<file path="src/pkg/canirq_regs.vh">
// register offsets, field positions and reset values of the can pending and identifier block
`ifndef CANIRQ_REGS_VH
`define CANIRQ_REGS_VH

// =============================================================
// register map (byte addresses, one aligned 32-bit word each)
`define CANIRQ_OFS_PEND1    12'h000
`define CANIRQ_OFS_CLR1     12'h004
`define CANIRQ_OFS_IEN1     12'h008
`define CANIRQ_OFS_PEND2    12'h010
`define CANIRQ_OFS_CLR2     12'h014
`define CANIRQ_OFS_IEN2     12'h018
`define CANIRQ_OFS_MASK     12'h020
`define CANIRQ_OFS_IDBASE   12'h800
`define CANIRQ_ID_STRIDE_SH 3
`define CANIRQ_ID_HIGH_OFS  3'h4

// =============================================================
// fields and reset values
`define CANIRQ_NSRC         7
`define CANIRQ_FMT_BIT      15
`define CANIRQ_PEND_RST     7'h00
`define CANIRQ_IEN_RST      7'h00
`define CANIRQ_MASK_RST     14'h0000
`define CANIRQ_NBUF         32

`endif

</file>
<file path="src/core/canirq_id_mem.v">
// identifier storage for 32 message buffers, low and high halfwords
`timescale 1ns/10ps
module canirq_id_mem (
    // clock
    input  wire        mclk,
    // access
    input  wire        wrEn,
    input  wire [5:0]  addr,
    input  wire [15:0] wrData,
    output reg  [15:0] rdData
);
    reg [15:0] store [0:63];

    // write port and registered read port, 16-bit units
    always @(posedge mclk) begin
        if (wrEn) begin
            store[addr] <= wrData;
        end
        rdData <= store[addr];
    end
endmodule

</file>
<file path="src/core/canirq_top.v">
// interrupt pending logic and message identifier registers behind apb
//
// Chosen here: the register addresses and the APB interface to the registers.
`timescale 1ns/10ps
`include "canirq_regs.vh"
module canirq_top (
    // clock and reset
    input  wire        mclk,
    input  wire        rst,
    // apb slave
    input  wire        psel,
    input  wire        penable,
    input  wire        pwrite,
    input  wire [11:0] paddr,
    input  wire [31:0] pwdata,
    output reg  [31:0] prdata,
    output wire        pready,
    output wire        pslverr,
    // interrupt events, bit n is source n, one per channel
    input  wire [6:0]  evtChan1,
    input  wire [6:0]  evtChan2,
    // per-channel interrupt outputs and the combined interrupt
    output wire        irqChan1,
    output wire        irqChan2,
    output wire        irq
);
    // =============================================================
    // bus decode
    wire        setup    = psel & ~penable;
    wire        access   = psel & penable;
    wire        isId     = (paddr[11] == 1'b1);
    wire [5:0]  idAddr   = {paddr[7:3], paddr[2]};
    wire        wrAcc    = access & pwrite & pready;
    wire        hitClr1  = wrAcc & (paddr == `CANIRQ_OFS_CLR1);
    wire        hitClr2  = wrAcc & (paddr == `CANIRQ_OFS_CLR2);
    wire        hitIen1  = wrAcc & (paddr == `CANIRQ_OFS_IEN1);
    wire        hitIen2  = wrAcc & (paddr == `CANIRQ_OFS_IEN2);
    wire        hitMask  = wrAcc & (paddr == `CANIRQ_OFS_MASK);
    wire        idInRange = isId & (paddr[10:8] == 3'h0) & (paddr[1:0] == 2'h0);
    wire        idWr     = wrAcc & idInRange;
    wire [15:0] idRd;
    reg         waitDone;

    // identifier reads get the registered memory output from the setup cycle, so waitDone raises pready in the first access cycle
    always @(posedge mclk) begin
        if (rst) begin
            waitDone <= 1'b0;
        end else begin
            waitDone <= setup & isId;
        end
    end

    assign pready  = ~isId | waitDone | ~access;
    assign pslverr = 1'b0;

    // =============================================================
    // pending, enable and mask registers
    reg [6:0]  pend1;
    reg [6:0]  pend2;
    reg [6:0]  ien1;
    reg [6:0]  ien2;
    reg [13:0] mask;
    reg [6:0]  evtPrev1;
    reg [6:0]  evtPrev2;
    wire [6:0] srcGate = 7'h7E;

    // an event is gated by its enable; source 0 has no enable bit
    wire [6:0] raise1 = evtChan1 & ~evtPrev1 & (ien1 | ~srcGate);
    wire [6:0] raise2 = evtChan2 & ~evtPrev2 & (ien2 | ~srcGate);
    wire [6:0] clr1   = hitClr1 ? pwdata[6:0] : 7'h00;
    wire [6:0] clr2   = hitClr2 ? pwdata[6:0] : 7'h00;

    // sticky pending bits; set wins over clear
    always @(posedge mclk) begin
        if (rst) begin
            pend1    <= `CANIRQ_PEND_RST;
            pend2    <= `CANIRQ_PEND_RST;
            ien1     <= `CANIRQ_IEN_RST;
            ien2     <= `CANIRQ_IEN_RST;
            mask     <= `CANIRQ_MASK_RST;
            evtPrev1 <= 7'h00;
            evtPrev2 <= 7'h00;
        end else begin
            evtPrev1 <= evtChan1;
            evtPrev2 <= evtChan2;
            pend1    <= (pend1 & ~clr1) | raise1;
            pend2    <= (pend2 & ~clr2) | raise2;
            if (hitIen1) begin
                ien1 <= pwdata[6:0];
            end
            if (hitIen2) begin
                ien2 <= pwdata[6:0];
            end
            if (hitMask) begin
                mask <= pwdata[13:0];
            end
        end
    end

    // =============================================================
    // interrupt pulse: one per cycle in which any unmasked pending bit newly sets, none while it stays set
    reg irqPulse1;
    reg irqPulse2;

    always @(posedge mclk) begin
        if (rst) begin
            irqPulse1 <= 1'b0;
            irqPulse2 <= 1'b0;
        end else begin
            irqPulse1 <= |(raise1 & ~pend1 & mask[6:0]);
            irqPulse2 <= |(raise2 & ~pend2 & mask[13:7]);
        end
    end

    assign irqChan1 = irqPulse1;
    assign irqChan2 = irqPulse2;
    assign irq      = |({pend2, pend1} & mask);

    // =============================================================
    // identifier storage
    canirq_id_mem uIdMem (
        .mclk   (mclk),
        .wrEn   (idWr),
        .addr   (idAddr),
        .wrData (pwdata[15:0]),
        .rdData (idRd)
    );

    // =============================================================
    // read mux, unmapped addresses read zero
    always @* begin
        prdata = 32'h00000000;
        if (idInRange) begin
            prdata = {16'h0000, idRd};
        end else if (paddr == `CANIRQ_OFS_PEND1) begin
            prdata = {25'h0000000, pend1};
        end else if (paddr == `CANIRQ_OFS_PEND2) begin
            prdata = {25'h0000000, pend2};
        end else if (paddr == `CANIRQ_OFS_IEN1) begin
            prdata = {25'h0000000, ien1};
        end else if (paddr == `CANIRQ_OFS_IEN2) begin
            prdata = {25'h0000000, ien2};
        end else if (paddr == `CANIRQ_OFS_MASK) begin
            prdata = {18'h00000, mask};
        end
    end
endmodule

</file>
<file path="config.mk">
export PLATFORM = sky130hd
export DESIGN_NAME = canirq_top
export DESIGN_NICKNAME = d
export VERILOG_FILES = /design/src/core/canirq_id_mem.v /design/src/core/canirq_top.v
export VERILOG_INCLUDE_DIRS = /design/src /design/src/pkg
export SDC_FILE = /design/constraint.sdc
export NUM_CORES = 1
export LEC_CHECK = 0
export BUFFER_PORTS_ARGS = -buffer_cell sky130_fd_sc_hd__clkbuf_2
export CAP_MARGIN = 10
export CORE_ASPECT_RATIO = 2
export CORE_MARGIN = 3
export CORE_UTILIZATION = 60
export DETAILED_ROUTE_END_ITERATION = 10
export PLACE_DENSITY = 0.74
export SYNTH_ARGS = -nofsm -noshare
export SYNTH_HDL_FRONTEND = slang
export SYNTH_SLANG_ARGS = --single-unit
</file>
<file path="constraint.sdc">
create_clock -name mclk -period 3.86 [get_ports mclk]
set_input_delay 0.579 -clock mclk [delete_from_list [all_inputs] [get_ports mclk]]
set_output_delay 0.579 -clock mclk [all_outputs]
set_load 0.02 [all_outputs]
</file>
Word-level counts from Yosys, hierarchy flattened
Memories as Yosys holds them, arrays and structs flattened. A register that Yosys moved wholly into a read port is not among the register bits. Index checks and enable logic that the tools add are counted.

Register bits after elaboration: 59. RAM bits: 1024. Bits of input ports: 63. Output and inout bits: 37. Word-level logic and storage cells: 70. Memories kept: 1.

Eq/ne operators: 6. Mux-type cells: 10. Bitwise logic cells: 37. Reduce and logical (&&, ||, !) cells: 6.

Memory list: uIdMem.store (depth 64, width 16, rd ports 1, clocked after Yosys merged registers in 1, wr ports 1, line canirq_id_mem.v:12) `reg [15:0] store [0:63];`.

Operator list (count): $and A7 B7 Y7 (10); $mux W14 (5); $not A7 Y7 (6); $eq A12 B5 Y1 const B (3); $mux W16 (1); $and A14 B14 Y14 (1); $mux W7 (2); $or A7 B7 Y7 (2); $reduce_or A14 Y1 (1); $reduce_or A7 Y1 (2); $and A1 B1 Y1 (13); $eq A12 B3 Y1 const B (1); $eq A12 B4 Y1 const B (1); $eq A12 B6 Y1 const B (1); $logic_not A12 Y1 (1); $logic_not A3 Y1 (1); $not A1 Y1 (3); $logic_not A2 Y1 (1); $mux W1 (2); $or A1 B1 Y1 (2).

Longest topological paths before layout
Depth after elaboration: 9. Depth in mapped cells: 8. Gate-level depth less buffers: 5.

Hierarchy
Synthesis repeated with hierarchy kept, for this count alone.

Cells, all modules: 2611. Area, all modules: 42489.5 µm².

By module, submodules not included: canirq_id_mem (times used 1, cells each 2264, area each 39480.4 µm², sequential area each 31069.8 µm²); canirq_top (times used 1, cells each 347, area each 3009.1 µm², sequential area each 1181.1 µm²).

Worst setup path after synthesis
Ideal clock, no wire load.

Path kind: input -> register. Start: input port paddr[3]. End: memory uIdMem.store[8][0], enable pin. Library setup time: 0.409 ns. Arrival: 2.598 ns. Data required time: 3.451 ns. Setup slack: 0.853 ns. Stages on the path: 6. Buffers on the path: 3. Cell sequence: buf_2 clkbuf_1 buf_1 nor2_1 nand3_1 nor3_1.

RTL lines: start, declared (line canirq_top.v:14) `input wire [11:0] paddr,`; end, declared (line canirq_id_mem.v:12).

No word-level cell before the write port.

Worst setup path after layout
Start: input port paddr[6]. End: output port prdata[2].

Word-level cells in the longest chain between the ends: 7. Elaborated cells on any way between the ends: 11. Classes of those cells: 4 x eq/ne; 6 x mux; 1 x reduce/logical.

Ends and longest elaborated chain: $eq A12 B6 Y1 (no source line); $mux W14 (line canirq_top.v:143) `` end else if (paddr == `CANIRQ_OFS_MASK) begin ``; $mux W14 (line canirq_top.v:141) `` end else if (paddr == `CANIRQ_OFS_IEN2) begin ``; $mux W14 (line canirq_top.v:139) `` end else if (paddr == `CANIRQ_OFS_IEN1) begin ``; $mux W14 (line canirq_top.v:137) `` end else if (paddr == `CANIRQ_OFS_PEND2) begin ``; $mux W14 * (line canirq_top.v:135) `` end else if (paddr == `CANIRQ_OFS_PEND1) begin ``; $mux W16 * (line canirq_top.v:133) `if (idInRange) begin`; end, declared (line canirq_top.v:16) `output reg [31:0] prdata,`.

Every way passes the cells marked *; elsewhere a longest branch is shown, timed or not.

==> results.md <==
* DRC Markers at 0
* CP cell instances: clkbuf_2 -> or3b_1 -> nor4b_4 -> o2bb2ai_1 -> o21ai_0 -> a31oi_1 -> clkbuf_2
* WL per Instance at about 33 um
* Busiest layer in global routing: met2
* Number of global-route vias before repair at about 22000
* Setup CP Type: in -> out
* NumNets Final at 2284
* Vias per cell at roughly 6.6
* Sequential Area at roughly 32000 sq um
* Final TNS setup at 0 ns
* Required time of the critical path at 3.28 ns
* Clock Skew at roughly 0.022 ns
* PortBufs at 66
* Die area at about 74000 sq um
* Hold Path End: evtPrev2[3]
* Post-layout min period at 3.39 ns
* Crit path arrival time at roughly 2.8 ns
* Largest net degree at the start of global routing at approximately 110
* Post-CTS sizing at 0
* Static leakage at around 15 nW
* Top cell by count, worst path: clkbuf_2
* Syn Std Cell Area at about 42000 sq um
* Final Max Slew Viols at 0
* Final setup vio count at 0
* Max VDD drop at 430 uV
* Aggregate global-route resource usage at 29.5%
* GR Layer Usage met2 at 50.0%
* Synth Warn # at 0
* RSZ-0062 raised after global routing: false
* Initial antenna violation count at 4
* Hold path cells at 2
* Die Y at ~380 um
* Router iterations before antenna repair at 6
* Avg Cell Area, Syn at about 21 sq um
* Pwr dens at a little over 500 nW/um^2
* Crit path buf inv count at 2
* CTS tree: built
* Slew headroom at between 10% and 20%
* Core Rows at about 140
* GR Layer Usage met3 at between 4 and 5%
* Share of layout cells above drive strength 1 at a little over a quarter
* Filler cells at around 4300
* Unique masters post-synth at between 40 and 50
* CP max FO at 9
* Clk sink count at ~1100
* Design Power at 24.2 mW
* Detailed Place HPWL at ~69000 um
* Sequential cell area fraction in the yosys report at around 77%
* Hold WC Path Type: in -> reg
* Multi-input gate area at slightly above 9000 sq um
* Clock H-tree levels at 3
* Final Core Density at between 60% and 70%
* Crit-path max cell delay at around 0.7 ns
* Reg-to-reg startpoint: waitDone
* Final Hold Fails at 0
* Outcome: complete, no violations
* Final ANT Viol Nets at 0
* Worst slew pin tran at around 1.3 ns
* Final worst path period share at about 90%
* R2R Setup Slk at approximately 0.98 ns
* Initial Util at 61.0%
* Fmax achieved at around 300 MHz
* Hold Startpoint: evtChan2[3]
* Clock buffer count from CTS at 89
* Placer congestion estimate at between 0.9 and 1
* Vias at between 20000 and 25000
* CTS clk-pin slew, worst paths at 0.07 ns
* Clk root buf: clkbuf_16
* Crit end category: output port
* Synth Register Bits at ~1100
* Overflow after GRT at 0
* Critical path's top delay family: simple AND/OR/NAND/NOR gates
* CTS max path bufs at 3
* Cts hold-fix bufs at 0
* Top-Level Pins at 100
* Met1 Use GR at 33.9%
* Clk_lat worst skew at 0.69 ns
* Maxcap violations at 0
* Worst reg2reg path depth at 6
* Routed WL at ~110000 um
* DRT iter0 DRCs at 2057
* Area Growth Syn to Fin at 12.9%
* Chip Width at approximately 190 um
* First-pass GRT wire length at around 160000 um
* Crit-path slowest cell: nor4b_4
* Buffer count from post-CTS setup fixing at 0
* Reg2reg end: uIdMem.store[38][4]
* Core area at 69100 sq um
* Cells after synthesis at approximately 2000
* Startpoint Class: input pin
==> sequential cells by signal, indices dropped and copies added, names as in the netlist <==
register       count
evtPrev1           7
evtPrev2           7
ien1               7
ien2               7
irqChan1           1
irqChan2           1
mask              14
pend1              7
pend2              7
uIdMem.rdData     16
uIdMem.store    1024
waitDone           1
==> layout make-up <==
cell class              count  area share [%]
diodes                      3          0.0158
clock buffers             101            4.87
clock inverters            64            2.06
inverters                  10          0.0790
multi-input cells         822            19.6
flip-flops and latches   1099            67.8
well taps                 897            2.36
repair buffers            199            3.15
==> stage by stage <==
stage | std cells | setup slack [ns] | area, sq um | hold WS, ns
6_report | 3195 | 0.472 | 47500 | 0.125
5_1_grt | 3194 | 0.370 | 47500 | 0.120
4_1_cts | 3192 | 0.474 | 47500 | 0.0755
3_5_place_dp | 3027 | 0.466 | 44200 | 0.487
3_3_place_gp | 3027 | 0.460 | 44200 | 0.476
2_1_floorplan | 2057 | 0.853 | 42200 | 0.457
==> layer usage <==
layer  up-vias  wire (um)
li1       8829          -
met1     11000      34700
met2      1059      55800
met3       272       6410
met4         2       9800
met5         -         11
==> how the worst max path moves through the flow <==
stage                  start                   end  slack [ns]  depth (start not counted)
floorplan           paddr[3]    uIdMem.store[8][0]        0.85                          6
global placement    paddr[6]             prdata[2]        0.46                          7
detailed placement  paddr[1]  uIdMem.store[38][13]        0.47                          7
CTS                 paddr[6]             prdata[2]        0.47                          7
global route        paddr[6]             prdata[6]        0.37                          7
finish              paddr[6]             prdata[2]        0.47                          7
==> cells by family (layout without fill, tap and decap cells) <==
group / after synthesis / count (layout) / share of synthesized area (%)
mux: 270 / 270 / 14.0
flops: 1099 / 1099 / 76.6
simple gates: 244 / 244 / 3.02
other cells: 1 / 20 / 0.00890
compound gates: 291 / 291 / 4.87
buf+inv: 136 / 374 / 1.49
==> worst reg2reg max path, stage by stage, from the launching register on <==
cell	delay, ns
dfxtp_1	0.32
nand2b_1	0.13
nand4_1	0.32
nor3_1	0.60
nand2_1	0.56
nor2_1	0.35
buf_4	0.29
==> report_power, final <==
group	internal, mW	total, mW	switching, mW
logic	0.401	1.11	0.704
clock network	5.90	10.1	4.18
registers	13.0	13.1	0.0235
total	19.3	24.2	4.90
==> cell usage after synthesis, drive strengths merged <==
cell type / instances / share of area (%)
mux4: 256 / 14
and4: 1 / 0.021
nand3: 7 / 0.095
nand2b: 8 / 0.12
o22ai: 4 / 0.059
or4b: 2 / 0.048
a22o: 136 / 2.8
buf: 66 / 0.87
nor4: 2 / 0.065
dfxtp: 75 / 3.6
nor3b: 10 / 0.18
nor2b: 18 / 0.27
clkbuf: 60 / 0.53
or3: 1 / 0.015
nand2: 48 / 0.43
a21oi: 33 / 0.39
or4: 2 / 0.036
and2b: 1 / 0.018
nor3: 12 / 0.17
o32ai: 2 / 0.042
a22oi: 7 / 0.12
and3: 2 / 0.030
a31oi: 4 / 0.059
nand4: 18 / 0.27
or3b: 1 / 0.021
inv: 10 / 0.089
nand3b: 12 / 0.21
mux2i: 14 / 0.33
a32oi: 3 / 0.062
a221oi: 2 / 0.042
conb: 1 / 0.0089
nand4b: 1 / 0.021
o21ai: 92 / 1.1
edfxtp: 1024 / 73
and2: 6 / 0.095
o2bb2ai: 4 / 0.083
nor4b: 2 / 0.11
nor2: 90 / 0.80
o31a: 4 / 0.083
==> cells in the final DEF (no fill, tap or decap), drive strengths merged, types with 3 or more instances in the layout <==
master / Yosys / final
nand4: 18 / 18
o22ai: 4 / 4
a22oi: 7 / 7
edfxtp: 1024 / 1024
nand2: 48 / 48
nor3: 12 / 12
nand2b: 8 / 8
o31a: 4 / 4
a31oi: 4 / 4
nor2: 90 / 90
mux2i: 14 / 14
nor2b: 18 / 18
a32oi: 3 / 3
dfxtp: 75 / 75
a21oi: 33 / 33
buf: 66 / 136
clkinv: 0 / 34
nand3: 7 / 7
bufinv: 0 / 23
a22o: 136 / 136
o21ai: 92 / 92
mux4: 256 / 256
clkbuf: 60 / 164
nand3b: 12 / 12
conb: 1 / 17
o2bb2ai: 4 / 4
clkinvlp: 0 / 3
inv: 10 / 14
nor3b: 10 / 10
and2: 6 / 6
diode: 0 / 3
Note: power is estimated with default switching activity, not from simulation.
